--- config.mk ---
export PLATFORM = sky130hd
export DESIGN_NAME = jtag_test_debug_access
export DESIGN_NICKNAME = d
export VERILOG_FILES = /design/src/rtl/jtag_tda_pkg.sv /design/src/rtl/jtag_test_debug_access.sv
export SDC_FILE = /design/constraint.sdc
export NUM_CORES = 1
export LEC_CHECK = 0
export BUFFER_PORTS_ARGS = -buffer_cell sky130_fd_sc_hd__buf_2
export CAP_MARGIN = 25
export CORE_MARGIN = 3
export CORE_UTILIZATION = 30
export CTS_CLUSTER_DIAMETER = 50
export DETAILED_ROUTE_END_ITERATION = 8
export PLACE_DENSITY_LB_ADDON = 0.25
export SETUP_SLACK_MARGIN = 0.1
export SLEW_MARGIN = 20
export SYNTH_ARGS = -nofsm -noshare
export SYNTH_HDL_FRONTEND = slang
export SYNTH_SLANG_ARGS = --single-unit
--- constraint.sdc ---
create_clock -name i_ref_clk -period 1.9 [get_ports i_ref_clk]
set_input_delay 0.38 -clock i_ref_clk [delete_from_list [all_inputs] [get_ports i_ref_clk]]
set_output_delay 0.38 -clock i_ref_clk [all_outputs]
set_load 0.02 [all_outputs]
--- src/rtl/jtag_tda_pkg.sv ---
package jtag_tda_pkg;

   // -------------------------------------------------------------
   // Register bus and register map.
   // -------------------------------------------------------------
   localparam int APB_AW = 8;
   localparam int APB_DW = 32;
   localparam logic [APB_AW-1:0] OFS_ERASE_CTRL = 8'h00;
   localparam logic [APB_AW-1:0] OFS_STATUS_CLR = 8'h04;
   localparam logic [APB_AW-1:0] OFS_STATUS = 8'h08;

   // Field positions of erase_control_word.
   localparam int BIT_CE = 0;
   localparam int BIT_BUSY = 1;

   // Field positions shared by status_word and status_clear_register.
   localparam int ST_DONE = 0;
   localparam int ST_HOLD = 1;
   localparam int ST_JTAG_EN = 2;
   localparam int ST_PROT = 3;

   // Reset values of the control state.
   localparam logic RST_PROT = 1'h1;
   localparam logic RST_HOLD = 1'h0;
   localparam logic RST_DONE = 1'h0;

   // -------------------------------------------------------------
   // Instruction register.
   // -------------------------------------------------------------
   localparam int IR_W = 4;
   localparam logic [IR_W-1:0] IR_EXTEST = 4'h0;
   localparam logic [IR_W-1:0] IR_IDCODE = 4'h1;
   localparam logic [IR_W-1:0] IR_SAMPLE = 4'h2;
   localparam logic [IR_W-1:0] IR_BYPASS = 4'hF;
   localparam logic [IR_W-1:0] IR_CAPTURE = 4'h1;
   localparam int ID_W = 32;

   // -------------------------------------------------------------
   // Positions in the synchroniser vector.
   // -------------------------------------------------------------
   localparam int IX_RST = 0;
   localparam int IX_TCK = 1;
   localparam int IX_TMS = 2;
   localparam int IX_TDI = 3;
   localparam int IX_PIN0 = 4;

   // -------------------------------------------------------------
   // State encodings.
   // -------------------------------------------------------------
   typedef enum logic [3:0] {
      TLR = 4'h0,
      RTI = 4'h1,
      SEL_DR = 4'h2,
      CAP_DR = 4'h3,
      SH_DR = 4'h4,
      EX1_DR = 4'h5,
      PA_DR = 4'h6,
      EX2_DR = 4'h7,
      UP_DR = 4'h8,
      SEL_IR = 4'h9,
      CAP_IR = 4'hA,
      SH_IR = 4'hB,
      EX1_IR = 4'hC,
      PA_IR = 4'hD,
      EX2_IR = 4'hE,
      UP_IR = 4'hF
   } tap_t;

   typedef enum logic [1:0] {
      E_IDLE = 2'h0,
      E_VOL = 2'h1,
      E_FLASH = 2'h2,
      E_PROT = 2'h3
   } erase_t;

endpackage

--- src/rtl/jtag_test_debug_access.sv ---
// Chosen here: the APB interface to the registers and the placing of the registers.
`timescale 1ns/1ps
module jtag_test_debug_access #(
   parameter int N_PINS = 8,
   parameter int ERASE_STEP_CYC = 16,
   // Arbitrary neutral identification word; bit zero must be one.
   parameter logic [31:0] IDCODE_VALUE = 32'h0000_1001
) (
   // Clock, reset and clock enable.
   input wire logic i_ref_clk,
   input wire logic i_sys_rst,
   input wire logic i_clk_en,
   // External reset pin and test access pins.
   input wire logic i_rst_n,
   input wire logic i_tck,
   input wire logic i_tms,
   input wire logic i_tdi,
   output logic o_tdo,
   output logic o_tdo_oe,
   output logic o_jtag_en,
   // Device pins and the core logic behind them.
   input wire logic [N_PINS-1:0] i_pin_in,
   input wire logic [N_PINS-1:0] i_core_out,
   input wire logic [N_PINS-1:0] i_core_oe,
   output logic [N_PINS-1:0] o_pin_out,
   output logic [N_PINS-1:0] o_pin_oe,
   // Core hold, protection and system bus access.
   input wire logic i_prot_fuse,
   output logic o_core_hold,
   output logic o_protected,
   output logic o_sba_en,
   output logic o_pagebuf_wr_en,
   // Chip erase steps.
   output logic o_erase_volatile,
   output logic o_erase_flash,
   // APB slave.
   input wire logic i_psel,
   input wire logic i_penable,
   input wire logic i_pwrite,
   input wire logic [jtag_tda_pkg::APB_AW-1:0] i_paddr,
   input wire logic [jtag_tda_pkg::APB_DW-1:0] i_pwdata,
   output logic [jtag_tda_pkg::APB_DW-1:0] o_prdata,
   output logic o_pready,
   output logic o_pslverr
);
   import jtag_tda_pkg::*;

   // -------------------------------------------------------------
   // Parameter checks.
   // -------------------------------------------------------------
   localparam int SW = N_PINS + IX_PIN0;
   localparam int CW = $clog2(ERASE_STEP_CYC + 1);
   localparam logic [CW-1:0] STEP_LOAD = CW'(ERASE_STEP_CYC - 1);

   // The boundary shift needs two cells, and an ID word must end in one.
   if (N_PINS < 2 || ERASE_STEP_CYC < 1 || IDCODE_VALUE[0] != 1'h1) begin : g_bad
      $error("jtag_test_debug_access: unsupported parameter value");
   end

   // -------------------------------------------------------------
   // Pin synchronisers and edge detection.
   // -------------------------------------------------------------
   logic [SW-1:0] s1_q;
   logic [SW-1:0] s2_q;
   logic tck_prev_q;
   logic rstn_prev_q;
   wire [SW-1:0] pin_raw = {i_pin_in, i_tdi, i_tms, i_tck, i_rst_n};

   // Only the second stage is looked at; the first may be metastable.
   always_ff @(posedge i_ref_clk) begin
      if (i_sys_rst) begin
         s1_q <= '0;
         s2_q <= '0;
         tck_prev_q <= 1'h0;
         rstn_prev_q <= 1'h0;
      end else if (i_clk_en) begin
         s1_q <= pin_raw;
         s2_q <= s1_q;
         tck_prev_q <= s2_q[IX_TCK];
         rstn_prev_q <= s2_q[IX_RST];
      end
   end

   // Edges of TCK and the release of the external reset.
   wire rstn_s = s2_q[IX_RST];
   wire tck_s = s2_q[IX_TCK];
   wire tms_s = s2_q[IX_TMS];
   wire tdi_s = s2_q[IX_TDI];
   wire [N_PINS-1:0] pins_s = s2_q[SW-1:IX_PIN0];
   wire tck_rise = tck_s & ~tck_prev_q;
   wire tck_fall = ~tck_s & tck_prev_q;
   wire rst_rel = rstn_s & ~rstn_prev_q;

   // -------------------------------------------------------------
   // APB slave.
   // -------------------------------------------------------------
   logic prot_q;
   logic hold_q;
   logic done_q;
   logic jtag_en_q;
   logic armed_q;
   erase_t er_q;
   logic [APB_DW-1:0] prdata_q;
   logic pready_q;
   logic pslverr_q;

   // Decode; every access completes with one access cycle.
   wire setup = i_psel & ~i_penable;
   wire wr = i_psel & i_penable & pready_q & i_pwrite;
   wire hit_ctrl = i_paddr == OFS_ERASE_CTRL;
   wire hit_clr = i_paddr == OFS_STATUS_CLR;
   wire hit_stat = i_paddr == OFS_STATUS;
   wire mapped = hit_ctrl | hit_clr | hit_stat;
   wire ce_wr = wr & hit_ctrl & i_pwdata[BIT_CE];
   wire clr_done = wr & hit_clr & i_pwdata[ST_DONE];
   wire clr_hold = wr & hit_clr & i_pwdata[ST_HOLD] & ~prot_q;

   // Read views; the trigger bit itself always reads zero.
   wire er_busy = er_q != E_IDLE;
   wire [APB_DW-1:0] ctrl_v = APB_DW'(er_busy) << BIT_BUSY;
   wire [APB_DW-1:0] stat_v = (APB_DW'(done_q) << ST_DONE)
                            | (APB_DW'(hold_q) << ST_HOLD)
                            | (APB_DW'(jtag_en_q) << ST_JTAG_EN)
                            | (APB_DW'(prot_q) << ST_PROT);
   wire [APB_DW-1:0] rdata_d = hit_stat ? stat_v : (hit_ctrl ? ctrl_v : '0);

   // Answer is prepared in the setup cycle so pready is a flop.
   always_ff @(posedge i_ref_clk) begin
      if (i_sys_rst) begin
         prdata_q <= '0;
         pready_q <= 1'h0;
         pslverr_q <= 1'h0;
      end else if (i_clk_en) begin
         pready_q <= setup;
         pslverr_q <= setup & ~mapped;
         if (setup) begin
            prdata_q <= rdata_d;
         end
      end
   end

   // -------------------------------------------------------------
   // Pin enable and core hold.
   // -------------------------------------------------------------
   // Enabling is armed only when TCK is low as the reset releases.
   always_ff @(posedge i_ref_clk) begin
      if (i_sys_rst) begin
         jtag_en_q <= 1'h0;
         armed_q <= 1'h0;
      end else if (i_clk_en) begin
         if (!rstn_s) begin
            jtag_en_q <= 1'h0;
            armed_q <= 1'h0;
         end else if (rst_rel) begin
            armed_q <= ~tck_s;
         end else if (armed_q && tck_fall) begin
            jtag_en_q <= 1'h1;
         end
      end
   end

   // The release event wins over a clear written in the same cycle.
   always_ff @(posedge i_ref_clk) begin
      if (i_sys_rst) begin
         hold_q <= RST_HOLD;
      end else if (i_clk_en) begin
         if (rst_rel) begin
            hold_q <= ~tck_s;
         end else if (clr_hold) begin
            hold_q <= 1'h0;
         end
      end
   end

   // -------------------------------------------------------------
   // Chip erase sequencer.
   // -------------------------------------------------------------
   logic [CW-1:0] ecnt_q;
   logic vol_q;
   logic fl_q;

   function automatic erase_t er_step(input erase_t s);
      erase_t n;
      n = s;
      unique case (s)
         E_IDLE: n = E_IDLE;
         E_VOL: n = E_FLASH;
         E_FLASH: n = E_PROT;
         E_PROT: n = E_IDLE;
      endcase
      return n;
   endfunction

   // A trigger while an erase runs is ignored.
   wire er_adv = er_busy & (ecnt_q == '0);
   wire er_fin = (er_q == E_PROT) & er_adv;
   wire er_start = ~er_busy & ce_wr;
   wire erase_t er_d = er_start ? E_VOL : (er_adv ? er_step(er_q) : er_q);

   // Each step lasts a fixed number of clock cycles.
   always_ff @(posedge i_ref_clk) begin
      if (i_sys_rst) begin
         er_q <= E_IDLE;
         ecnt_q <= '0;
         vol_q <= 1'h0;
         fl_q <= 1'h0;
      end else if (i_clk_en) begin
         er_q <= er_d;
         ecnt_q <= (er_start || er_adv) ? STEP_LOAD : (er_busy ? ecnt_q - 1'h1 : ecnt_q);
         vol_q <= er_d == E_VOL;
         fl_q <= er_d == E_FLASH;
      end
   end

   // Completion wins over a clear that lands in the same cycle.
   always_ff @(posedge i_ref_clk) begin
      if (i_sys_rst) begin
         done_q <= RST_DONE;
      end else if (i_clk_en) begin
         if (er_fin) begin
            done_q <= 1'h1;
         end else if (er_start || clr_done) begin
            done_q <= 1'h0;
         end
      end
   end

   // The stored protection is taken up only at a chip reset release.
   always_ff @(posedge i_ref_clk) begin
      if (i_sys_rst) begin
         prot_q <= RST_PROT;
      end else if (i_clk_en) begin
         if (rst_rel) begin
            prot_q <= i_prot_fuse;
         end else if (er_fin) begin
            prot_q <= 1'h0;
         end
      end
   end

   // -------------------------------------------------------------
   // TAP controller.
   // -------------------------------------------------------------
   tap_t tap_q;

   function automatic tap_t tap_next(input tap_t s, input logic tms);
      tap_t n;
      n = s;
      unique case (s)
         TLR: n = tms ? TLR : RTI;
         RTI: n = tms ? SEL_DR : RTI;
         SEL_DR: n = tms ? SEL_IR : CAP_DR;
         CAP_DR: n = tms ? EX1_DR : SH_DR;
         SH_DR: n = tms ? EX1_DR : SH_DR;
         EX1_DR: n = tms ? UP_DR : PA_DR;
         PA_DR: n = tms ? EX2_DR : PA_DR;
         EX2_DR: n = tms ? UP_DR : SH_DR;
         UP_DR: n = tms ? SEL_DR : RTI;
         SEL_IR: n = tms ? TLR : CAP_IR;
         CAP_IR: n = tms ? EX1_IR : SH_IR;
         SH_IR: n = tms ? EX1_IR : SH_IR;
         EX1_IR: n = tms ? UP_IR : PA_IR;
         PA_IR: n = tms ? EX2_IR : PA_IR;
         EX2_IR: n = tms ? UP_IR : SH_IR;
         UP_IR: n = tms ? SEL_DR : RTI;
      endcase
      return n;
   endfunction

   // Scan state moves only on rising TCK edges, or back to TLR once the pins are disabled; no other clock matters.
   wire tap_go = jtag_en_q & tck_rise;

   always_ff @(posedge i_ref_clk) begin
      if (i_sys_rst) begin
         tap_q <= TLR;
      end else if (i_clk_en) begin
         if (!jtag_en_q) begin
            tap_q <= TLR;
         end else if (tap_go) begin
            tap_q <= tap_next(tap_q, tms_s);
         end
      end
   end

   // -------------------------------------------------------------
   // Instruction and data registers.
   // -------------------------------------------------------------
   logic [IR_W-1:0] ir_sh_q;
   logic [IR_W-1:0] ir_q;
   logic byp_q;
   logic [ID_W-1:0] id_sh_q;
   logic [N_PINS-1:0] bsr_sh_q;
   logic [N_PINS-1:0] bsr_upd_q;

   // Unknown codes fall back to the one-bit bypass path.
   wire sel_id = ir_q == IR_IDCODE;
   wire sel_bsr = (ir_q == IR_SAMPLE) | (ir_q == IR_EXTEST);
   wire sel_byp = ~sel_id & ~sel_bsr;
   wire extest = jtag_en_q & (ir_q == IR_EXTEST);
   wire upd_ir = jtag_en_q & tck_fall & (tap_q == UP_IR);
   wire upd_dr = jtag_en_q & tck_fall & (tap_q == UP_DR);

   // Instruction shift path and its latched output.
   always_ff @(posedge i_ref_clk) begin
      if (i_sys_rst) begin
         ir_sh_q <= IR_CAPTURE;
         ir_q <= IR_IDCODE;
      end else if (i_clk_en) begin
         if (tap_go && tap_q == CAP_IR) begin
            ir_sh_q <= IR_CAPTURE;
         end else if (tap_go && tap_q == SH_IR) begin
            ir_sh_q <= {tdi_s, ir_sh_q[IR_W-1:1]};
         end
         if (!jtag_en_q || tap_q == TLR) begin
            ir_q <= IR_IDCODE;
         end else if (upd_ir) begin
            ir_q <= ir_sh_q;
         end
      end
   end

   // Capture loads every data register; only the selected one shifts.
   always_ff @(posedge i_ref_clk) begin
      if (i_sys_rst) begin
         byp_q <= 1'h0;
         id_sh_q <= '0;
         bsr_sh_q <= '0;
      end else if (i_clk_en && tap_go) begin
         if (tap_q == CAP_DR) begin
            byp_q <= 1'h0;
            id_sh_q <= IDCODE_VALUE;
            bsr_sh_q <= pins_s;
         end else if (tap_q == SH_DR) begin
            if (sel_byp) begin
               byp_q <= tdi_s;
            end
            if (sel_id) begin
               id_sh_q <= {tdi_s, id_sh_q[ID_W-1:1]};
            end
            if (sel_bsr) begin
               bsr_sh_q <= {tdi_s, bsr_sh_q[N_PINS-1:1]};
            end
         end
      end
   end

   // Preloaded values are held here until EXTEST puts them out.
   always_ff @(posedge i_ref_clk) begin
      if (i_sys_rst) begin
         bsr_upd_q <= '0;
      end else if (i_clk_en && upd_dr && sel_bsr) begin
         bsr_upd_q <= bsr_sh_q;
      end
   end

   // -------------------------------------------------------------
   // TDO driver.
   // -------------------------------------------------------------
   logic tdo_q;
   logic tdo_oe_q;
   wire in_shift = (tap_q == SH_IR) | (tap_q == SH_DR);
   wire tdo_bit = (tap_q == SH_IR) ? ir_sh_q[0]
                : (sel_id ? id_sh_q[0] : (sel_bsr ? bsr_sh_q[0] : byp_q));

   // Changing TDO on the falling edge gives the far end half a period.
   always_ff @(posedge i_ref_clk) begin
      if (i_sys_rst) begin
         tdo_q <= 1'h0;
         tdo_oe_q <= 1'h0;
      end else if (i_clk_en) begin
         // The external reset also drops the driver at once, so TDO never
         // stays driven after the pins are disabled.
         if (!jtag_en_q || !rstn_s) begin
            tdo_oe_q <= 1'h0;
         end else if (tck_fall) begin
            tdo_q <= tdo_bit;
            tdo_oe_q <= in_shift;
         end
      end
   end

   // -------------------------------------------------------------
   // Port pin multiplexers.
   // -------------------------------------------------------------
   logic [N_PINS-1:0] pin_out_d;
   logic [N_PINS-1:0] pin_oe_d;
   logic [N_PINS-1:0] pin_out_q;
   logic [N_PINS-1:0] pin_oe_q;

   // A device reset clears the pin enable, which ends EXTEST, so every pin driver turns off in it.
   for (genvar i = 0; i < N_PINS; i++) begin : g_pin
      assign pin_out_d[i] = extest ? bsr_upd_q[i] : i_core_out[i];
      assign pin_oe_d[i] = extest | (rstn_s & i_core_oe[i]);
   end

   // Status outputs and pin drivers, all registered.
   logic sba_en_q;
   logic pagebuf_q;

   always_ff @(posedge i_ref_clk) begin
      if (i_sys_rst) begin
         pin_out_q <= '0;
         pin_oe_q <= '0;
         sba_en_q <= 1'h0;
         pagebuf_q <= 1'h0;
      end else if (i_clk_en) begin
         pin_out_q <= pin_out_d;
         pin_oe_q <= pin_oe_d;
         sba_en_q <= ~prot_q;
         pagebuf_q <= ~prot_q & ~hold_q;
      end
   end

   // -------------------------------------------------------------
   // Outputs.
   // -------------------------------------------------------------
   assign o_tdo = tdo_q;
   assign o_tdo_oe = tdo_oe_q;
   assign o_jtag_en = jtag_en_q;
   assign o_pin_out = pin_out_q;
   assign o_pin_oe = pin_oe_q;
   assign o_core_hold = hold_q;
   assign o_protected = prot_q;
   assign o_sba_en = sba_en_q;
   assign o_pagebuf_wr_en = pagebuf_q;
   assign o_erase_volatile = vol_q;
   assign o_erase_flash = fl_q;
   assign o_prdata = prdata_q;
   assign o_pready = pready_q;
   assign o_pslverr = pslverr_q;

endmodule

Word level (Yosys, flattened, before mapping)
Index checks and enable logic that the tools add are counted.
{ "totals": {"ff_bits": 155, "inputBits": 75, "output_inout_bits": 59} }
{ "op_classes": {"add_sub_neg": 1, "n_eq_ne": 28, "n_mux": 59, "bitwise": 58, "n_reduce_logical": 48} }
{ "ops": {"columns": ["operator", "n"], "rows": [
  ["two-way mux 32 bit", 3],
  ["case mux 4 bit (12 select lines)", 1],
  ["two-way mux 4 bit", 11],
  ["AND 1 bit", 32],
  ["equality test 4 bit (second input constant)", 8],
  ["two-way mux 1 bit", 30],
  ["two-way mux 8 bit", 3],
  ["nonzero test 2 bit", 12],
  ["AND reduction 2 bit", 10],
  ["equality test 4 x 3 -> 1 bit (second input constant)", 4],
  ["AND reduction 3 bit", 5],
  ["equality test 4 x 2 -> 1 bit (second input constant)", 3],
  ["two-way mux 2 bit", 6],
  ["bitwise OR 1 bit", 12],
  ["inverter 1 bit", 11],
  ["two-way mux 5 bit", 2],
  ["equality test 4 x 1 -> 1 bit (second input constant)", 2],
  ["equality test 8 x 3 -> 1 bit (second input constant)", 1],
  ["equality test 8 x 4 -> 1 bit (second input constant)", 1],
  ["logical NOT 4 bit", 2],
  ["logical NOT 8 bit", 1],
  ["equality test 2 bit (second input constant)", 3],
  ["logical AND 1 bit", 6],
  ["two-way mux 3 bit", 2],
  ["other kinds (14)", 23]
]} }

Depth between registers and ports, before layout
Gate-level depths: netlist of the first run.
{ "depth": {"ltp_word": 9, "depth_mapped": 8, "depth_no_buf": 7} }

Worst setup path after synthesis of the first run
OpenSTA, ideal clock, no wires.
{ "synth_timing": {"path_kind": "flip-flop to flip-flop", "start": "register er_q[0]", "end": "register vol_q, in the netlist o_erase_volatile", "t_arrival_ns": 1.611, "path_slack_ns": 0.155, "path_stages_with_launch": 9, "n_path_buf": 1, "synth_period_minus_slack_ns": 1.745, "cell_sequence": "dfxtp_1 -> inv_1 -> ha_1 -> nor2_1 -> and3_1 -> clkbuf_1 -> mux2_2 -> a21oi_1 -> nor3_1"} }
{ "synth_via": {"elab_chain_cells": 6, "elab_cells_between_ends": 13} }
{ "synth_rtl": {"columns": ["item", "line", "source"], "rows": [
  ["start, declared", "jtag_test_debug_access.sv:102", "erase_t er_q;"],
  ["start signal, assigned", "jtag_test_debug_access.sv:208", "er_q <= er_d;"],
  ["equality test 2 bit or logical NOT 2 bit (tied branches)", "jtag_test_debug_access.sv:185", "unique case (s)"],
  ["OR reduction 2 bit (no source line)", null, null],
  ["case mux 2 bit (3 select lines)", "jtag_test_debug_access.sv:185", null],
  ["two-way mux 2 bit", "jtag_test_debug_access.sv:198", "wire erase_t er_d = er_start ? E_VOL : (er_adv ? er_step(er_q) : er_q);"],
  ["two-way mux 2 bit (*)", "jtag_test_debug_access.sv:198", null],
  ["equality test 2 x 1 -> 1 bit (*)", "jtag_test_debug_access.sv:210", "vol_q <= er_d == E_VOL;"],
  ["end signal, assigned", "jtag_test_debug_access.sv:205", "vol_q <= 1'h0;"],
  ["end signal, assigned", "jtag_test_debug_access.sv:210", null],
  ["end, declared", "jtag_test_debug_access.sv:179", "logic vol_q;"]
]} }
Mark *: on every way between the ends. The rest lies on a longest branch, timed or not.
A chain may end at the register's enable or synchronous reset.

Final worst setup path of the first run
{ "layout_timing": {"start": "register ir_q[1]", "end": "register id_sh_q[29]"} }
{ "layout_via": {"elab_chain_cells": 3} }
{ "layout_rtl": {"columns": ["item", "line", "source"], "rows": [
  ["start, declared", "jtag_test_debug_access.sv:289", "logic [IR_W-1:0] ir_q;"],
  ["start signal, assigned", "jtag_test_debug_access.sv:317", "ir_q <= ir_sh_q;"],
  ["equality test 4 x 1 -> 1 bit", "jtag_test_debug_access.sv:296", "wire sel_id = ir_q == IR_IDCODE;"],
  ["nonzero test 2 bit (no source line)", null, null],
  ["AND reduction 3 bit (no source line)", null, null],
  ["end signal, assigned", "jtag_test_debug_access.sv:338", "id_sh_q <= {tdi_s, id_sh_q[ID_W-1:1]};"],
  ["end, declared", "jtag_test_debug_access.sv:291", "logic [ID_W-1:0] id_sh_q;"]
]} }
No other way between the ends.

==> results of run 1 <==
## worst max-delay path by stage
stage	from	end	slack [ns]	depth (start not counted)
detailed placement	i_paddr[1]	ecnt_q[3]	0.09	7
CTS	ir_q[1]	id_sh_q[10]	0.12	6
finish	ir_q[1]	id_sh_q[29]	0.17	6
global route	ir_q[1]	id_sh_q[14]	0.07	6
global placement	i_paddr[1]	ecnt_q[3]	0.08	7
floorplan	er_q[0]	o_erase_volatile	0.15	8
## per-stage QoR
step	util [%]	hold slack (ns)	std cells	power (W)
6_report	38.0	0.203	992	0.00650
5_1_grt	38.0	0.192	992	0.00674
4_1_cts	37.6	0.184	990	0.00658
3_5_place_dp	34.3	0.443	958	0.00326
3_3_place_gp	34.3	0.439	958	0.00326
2_1_floorplan	-	0.432	702	0.00316
## placed cells by master, fill, tap and decap left out, drive strengths merged, types with 3 or more instances in the layout
| cell | n |
|---|---|
| clkbuf | 25 |
| o211ai | 3 |
| nand3 | 34 |
| clkinv | 5 |
| buf | 107 |
| conb | 28 |
| a31oi | 4 |
| nand2 | 96 |
| and3 | 4 |
| nand4b | 3 |
| mux2i | 39 |
| a311oi | 24 |
| and4b | 3 |
| nor3b | 3 |
| nor2 | 91 |
| and2 | 5 |
| nand4 | 10 |
| ha | 5 |
| inv | 11 |
| dfxtp | 127 |
| o21ai | 15 |
| nor2b | 7 |
| nand2b | 3 |
| a22oi | 7 |
| o22ai | 4 |
| nor3 | 12 |
| or3 | 4 |
| a211oi | 5 |
| a21oi | 51 |
## logic make-up (layout without fill, tap and decap cells)
kind of cell,Yosys count,count (layout)
DFF,127,127
buffers and inverters,90,151
and+or+nand+nor,284,284
AOI/OAI and AO/OA,125,125
adders and majority gates,5,5
muxes,40,40
xor gates and xnor gates,3,3
other,1,28
## registers in the layout (all words and copies together) (netlist names), 2 cells and up
signal	flops
o_pin_oe	8
tap_q	4
ecnt_q	5
bsr_upd_q	8
bsr_sh_q	8
ir_sh_q	4
er_q	2
o_prdata	4
s1_q	12
id_sh_q	32
ir_q	4
s2_q	12
o_pin_out	8
## worst register-to-register path, delay by kind of cell (launching register included)
kind            cells  cell delay (ns)
compound gates      2             0.29
buf+inv             1             0.17
simple gates        3             0.87
flops               1             0.33
## power breakdown
group	internal [W]	leakage (nW)	total [W]	switching [W]
logic	0.000167	1.50	0.000447	0.000281
clock network	0.00211	0.296	0.00329	0.00118
registers	0.00273	1.03	0.00277	0.0000432
total	0.00500	2.83	0.00650	0.00150
## metal layers
metal,track usage (%),vias to the layer above,share of wire (%)
met5,0,-,0
met1,19.1,2214,53
met3,3.27,7,5.1
li1,-,2458,-
met4,4.42,0,0.86
met2,17.7,101,41
## cell type report
type	count	share of cell area, %
inverter	11	0.591
sequential	127	36.4
clock inverter	8	1.49
timing repair buffer	108	10.0
clock buffer	24	7.19
multi-input combinational	485	40.2
tap	229	4.10
## repair_timing
| item | 4_1_cts | 5_1_grt |
|---|---|---|
| cloned | 0 | 1 |
| gates resized for setup | 2 | 10 |
| pin swaps | 0 | 1 |
| setup endpoints to repair | 3 | 38 |
| buffers inserted | 0 | 1 |
==> impl_summary.md, run 1 <==
Status
The flow ran to the end, and the final reports show no timing, DRC or antenna violations.

STA
The actual transition at the worst max-transition pin is 0.487 ns. The minimum period implied by the final worst setup slack is 1.73 ns. Across the routed clock network, the largest skew measured is 0.00753 ns.

Setup repair after global routing could not meet its margin everywhere. The worst pin sits at a relative slew slack of 67.2%. The total count of hold-check failures in the final report was 0. The post-route fraction of the period consumed by the critical path is 91.0%.

The final number of setup-violating endpoints is 0. Setup slack closes at 0.170 ns. The highest attainable clock frequency is 0.578 GHz.

The count of final max-slew check failures is 0. The sum of negative setup slack is 0 ns.

Synthesis
The basic-gate share of the synthesized area counting and, or, nand and nor cells is 22.8%. The commonest cells after synthesis are 127 x sky130_fd_sc_hd__dfxtp_1, 96 x sky130_fd_sc_hd__nand2_1, 91 x sky130_fd_sc_hd__nor2_1, 51 x sky130_fd_sc_hd__a21oi_1, 39 x sky130_fd_sc_hd__mux2i_1. Yosys mapped the design onto 55 distinct sky130hd cell types. The number of enable-type register cells in the synthesized netlist is 0. After synthesis, the cell types taking the most area are sky130_fd_sc_hd__dfxtp_1 44%, sky130_fd_sc_hd__mux2i_1 6.8%, sky130_fd_sc_hd__nand2_1 6.3%. Dividing the synthesized area by the synthesized cell count gives 8.50 µm². Of the total synthesized cell area, the portion taken by full adders, half adders and majority gates is 1.09%. Summing the areas of all compound-gate instances in the mapped netlist gives 15.2% of the synthesized area. The synthesized design contains 127 register bits.

After technology mapping, the gate count stands at 675. The cell accounting for the most synthesized area is sky130_fd_sc_hd__dfxtp_1. The dominant cell by count in the synthesized netlist is sky130_fd_sc_hd__dfxtp_1. The cell area after technology mapping is 0.00574 mm². Counting flops with an async set or reset pin after synthesis yields a share of 0%. In this run the biggest area consumer among cell types represents 44.3% of the synthesized area. The total number of yosys warnings is 0. The most used flip-flop cell after synthesis is sky130_fd_sc_hd__dfxtp_1. Measured against the total synthesized area, the mux share comes to 7.00%. The largest family of logic cells by synthesized area is simple AND/OR/NAND/NOR gates.

After synthesis, flip-flops and latches occupy 44.3% of the total area. The synthesized netlist devotes 0.458% of its cell area to XOR and XNOR gates.

Drt
The first routing iteration left 231 violations. In the routed layout, each cell is associated on average with a via count of 4.82. After detailed routing, the number of remaining DRC violations is 0. The count of nets left with antenna violations once routing finished came out at 0. The routed wire length per instance is 13.5 µm. The iteration count of the initial detailed-routing pass is 5. The routed wire length is 13.4 mm. Summing over every cut layer, the via total after detailed routing is 4780.

Worst setup path
Counting cells, the worst reg-to-reg path comes to 6. The total buffers and inverters traversed by the critical path is 1. The family with the most delay on the worst path is simple AND/OR/NAND/NOR gates. The critical path goes through or4b_4 > o22ai_2 > and2_4 > clkbuf_16 > nand3_1 > a21oi_1. For this run, the slowest stage of the critical path takes 0.58 ns. The startpoint kind of the worst setup timing path is a flop. The worst reg2reg path startpoint is ir_q[1].

In this run the register-to-register setup slack is 0.17 ns. The worst-path cell with the longest stage delay is sky130_fd_sc_hd__or4b_4. The arrival time at the worst endpoint is 2.07 ns. The capturing element type of the critical path is a flop.

The category of the critical setup timing path is reg2reg. Along the worst path, the maximum fanout reaches 16. The data required time of the worst path is 2.24 ns. The worst register-to-register path ends at id_sh_q[29].

Floorplan
134 I/O pins were placed. The die footprint is 0.0208 mm². The die height is 144 µm.

The die is 144 µm wide. The area of the placeable core is 0.0184 mm². The initial core utilization is 31.2%. The floorplan row count is 49.

Layout
The multi-input combinational cell area is 0.00281 mm². The total of fill cells in the finished design is 1919. At the end of the flow, the number of nets in the layout was 830. The area growth from synthesis to layout is 21.7%.

With fillers left out, the area of the finished cells amounts to 0.00698 mm². Registers take 0.00254 mm². The repair_antennas step left the layout with diodes totalling 0. Of the cells placed in the final design, the portion with a size suffix greater than 1 is 21.1%.

Pwr
The largest vdd supply drop is 626 µV. The power per cell area is 931 mW/mm². The static leakage is 2.83 nW.

Placed design
The placer congestion estimate is 0.795. The post-placement worst setup slack is 0.0912 ns. The placed instances occupy a cell area of 0.00631 mm². In this run the tool buffered the top-level ports with 75 buffer cells. The half-perimeter wire length of the detailed placement result is 8.87 mm.

Min path
The hold path startpoint is i_pin_in[2]. The min-delay analysis places its worst path in the category in2reg. The number of cells on the worst hold path is 3. The path with the worst hold slack has its endpoint at s1_q[6].

GRT
The initial antenna violation count is 0. The leftover overflow at the end of global routing is 0. The first global-routing pass estimated 21.7 mm of wire.

The via count of the first global-routing pass is 4295. Global routing used 12.8% of the available tracks across all layers. The maximum number of pins on one net before global-route repair is 63.

Clock network
The number of H-tree levels is 4. At the later pin of the worst-skew pair, clock insertion delay measures 0.41 ns. The clock buffer count from CTS is 17. The clock drives 127 sinks. CTS placed an instance of sky130_fd_sc_hd__clkbuf_16 at the clock tree root. The longest clock path from root to sink contains 2 buffers. The clock tree from TritonCTS is built. In this run, post-CTS hold repair placed 0 buffers. Clock-pin slew was measured on the worst setup and hold paths at 0.06 ns.

Flow run
Max-cap violations in this run came to 0.
Power figures use the tool's default switching activity.
==> inputs of run 2 (changes only) <==
--- a/config.mk
+++ b/config.mk
@@ -7,8 +7,10 @@
 export LEC_CHECK = 0
 export BUFFER_PORTS_ARGS = -buffer_cell sky130_fd_sc_hd__buf_2
 export CAP_MARGIN = 25
+export CELL_PAD_IN_SITES_DETAIL_PLACEMENT = 0
+export CELL_PAD_IN_SITES_GLOBAL_PLACEMENT = 1
 export CORE_MARGIN = 3
-export CORE_UTILIZATION = 30
+export CORE_UTILIZATION = 40
 export CTS_CLUSTER_DIAMETER = 50
 export DETAILED_ROUTE_END_ITERATION = 8
 export PLACE_DENSITY_LB_ADDON = 0.25
==> impl_summary.md, run 2 (synthesized netlist as in run 1, its figures left out) <==
Pwr
The power per cell area is 981 mW/mm². The largest vdd supply drop is 607 µV. Power comes to 0.00677 W. The static leakage is 2.81 nW.

Layout
The multi-input combinational cells in the finished layout cover a total of 0.00280 mm². The number of flip-flops in the largest register is 32. The growth of design area from synthesis to finish is 20.3%. The most common library cell in the layout ignoring fill and taps is sky130_fd_sc_hd__dfxtp_1. The register with the most flip-flops is id_sh_q. The library cells used most frequently in the layout, excluding fill and tap cells, are 125 x sky130_fd_sc_hd__dfxtp_1, 96 x sky130_fd_sc_hd__nand2_1, 90 x sky130_fd_sc_hd__nor2_1. The antenna diode count is 0.

After filler insertion, the fill cell instance count of the layout stands at 1332. Across the whole layout, storage elements account for 0.00254 mm². The utilization after layout is 49.6%. After the last flow step, the layout net total stands at 825.

The post-route netlist has 20.7% of its cells at a drive strength greater than 1. The largest registers in the layout are id_sh_q: 32 flops, s1_q: 12 flops, s2_q: 12 flops.

Clock network
Clock tree synthesis selected as its root buffer the cell sky130_fd_sc_hd__clkbuf_16. The clock input transition at the sequential cells of the worst setup and hold paths is 0.05 ns. The setup fix buffers added after clock tree synthesis is 0. In this run the number of H-tree levels came out at 4. The post-cts hold buffer count is 0.

The number of buffers between clock root and the deepest sink is 2. TritonCTS built the clock tree. Clock tree synthesis inserted a total of 17 buffers. For this design, the sink count on the clock tree is 127.

The clock insertion delay at the later pin of the skew report is 0.41 ns.

Floorplan
The total area inside the core boundary comes to 0.0139 mm². In this run the count of I/O pins placed on the die edge is 134. In this run the core area contains 43 standard-cell rows.

The floorplan step set the die width to 126 µm. The initial core utilization is 41.2%. The die covers 0.0158 mm². The die height is 126 µm.

Status
The run finished with clean final reports.

GRT
The initial antenna violation count is 0. The via count of the first global-routing pass is 4522. Global routing finished with a remaining overflow of 0. The overall global routing resource usage is 16.5%. Entering global routing, the biggest net connects 96 pins. The first global-routing pass estimated 21.8 mm of wire.

Drt
The number of remaining DRC errors is 0. Detailed routing inserted a total of 4806 vias. The iteration count of the initial detailed-routing pass is 4. For this block, the routed nets add up to 13.1 mm of wire. Using the TritonRoute via totals, the vias-per-cell ratio works out to 5.12. The remaining antenna violation count after routing is 0.

The routed wire length per instance is 14.0 µm. In this run, the number of DRC markers left after iteration 0 of detailed routing was 401.

STA
The total count of hold-check failures in the final report is 0. After routing, the total negative slack on setup checks comes to 0 ns. The post-route fraction of the period consumed by the critical path is 90.9%.

The worst pin sits at a relative slew slack of 63.5%. The count of final max-slew check failures is 0. The final number of setup-violating endpoints is 0. Clock skew on the completed layout was measured at 0.00841 ns. The minimum period implied by the final worst setup slack is 1.73 ns.

Timing would allow up to 0.579 GHz. The actual transition at the worst max-transition pin is 0.547 ns. Setup repair after global routing left no endpoint under its margin.

Worst setup path
The capturing element type of the critical path is a flop. STA puts the critical path data arrival time at 2.07 ns. The category of the critical setup timing path is reg2reg.

The worst setup path is launched from a flop. Data on the critical path is required at its endpoint by 2.24 ns. In this run the worst path has a maximum fanout of 16.

Placed design
The half-perimeter wire length of the detailed placement result is 8.92 mm. The placer congestion estimate is 0.811. The number of I/O port buffers is 75.

Min path
The worst hold path class is in2reg.

Flow run
The max capacitance violation total is 0.
[run 2: changes by cell type in the layout (fill, tap and decap cells not counted), moves of 2 or more]
cell	before	now
sky130_fd_sc_hd__clkinvlp_4	1	3
sky130_fd_sc_hd__clkbuf_8	5	3
sky130_fd_sc_hd__buf_12	4	2
sky130_fd_sc_hd__clkinv_4	3	0
sky130_fd_sc_hd__bufinv_16	2	5
sky130_fd_sc_hd__buf_4	29	26
[run 2: worst max-delay path: stages (launching register included)]
cell and delay [ns]:
sky130_fd_sc_hd__dfxtp_1 0.33, sky130_fd_sc_hd__or4b_4 0.57, sky130_fd_sc_hd__o22ai_2 0.14, sky130_fd_sc_hd__and2_4 0.20, sky130_fd_sc_hd__clkbuf_16 0.18, sky130_fd_sc_hd__nand3_1 0.08, sky130_fd_sc_hd__a21oi_1 0.15
[run 2: path summary, 6_finish.rpt]
check                                  from     endpoint  slack [ns]  cells past startpoint
worst max-delay path                ir_q[3]  id_sh_q[25]        0.17                      6
worst min-delay path                  i_tck      s1_q[1]        0.20                      3
worst max register to register      ir_q[3]  id_sh_q[25]        0.17                      6
worst min register to register  id_sh_q[22]  id_sh_q[22]        0.45                      2
[run 2: timing repair]
item,4_1_cts,5_1_grt
cloned,0,1
gates resized for setup,2,10
setup endpoints to repair,4,49
pin swaps,0,2
[run 2: area by class of cell]
class                      instances  share of cell area, %
tap                              180                   3.26
sequential                       127                   36.9
clock buffer                      22                   6.87
timing repair buffer             103                   9.22
clock inverter                    10                   2.65
multi-input combinational        485                   40.6
inverter                          11                  0.598
[run 2: metal layers]
metal	routed length (µm)	track usage, %	vias up
li1	-	-	2442
met5	0	0	-
met4	161	5.74	0
met2	5750	25.1	124
met3	726	4.45	16
met1	6470	22.7	2224
[run 2: through the flow]
step | setup slack, ns | instances | cell area (µm²) | hold WS (ns)
floorplan | 0.155 | 702 | 5840 | 0.432
global placement | 0.0924 | 905 | 6190 | 0.438
detailed placement | 0.0194 | 905 | 6190 | 0.445
CTS | 0.103 | 937 | 6860 | 0.185
global route | 0.0996 | 938 | 6910 | 0.212
finish | 0.174 | 938 | 6910 | 0.201
[run 2: power breakdown]
group | internal, W | switching, W | leakage, nW | total [W]
combinational | 0.000157 | 0.000276 | 1.47 | 0.000433
sequential | 0.00273 | 0.0000423 | 1.03 | 0.00277
clock | 0.00243 | 0.00114 | 0.312 | 0.00357
total | 0.00531 | 0.00146 | 2.81 | 0.00677
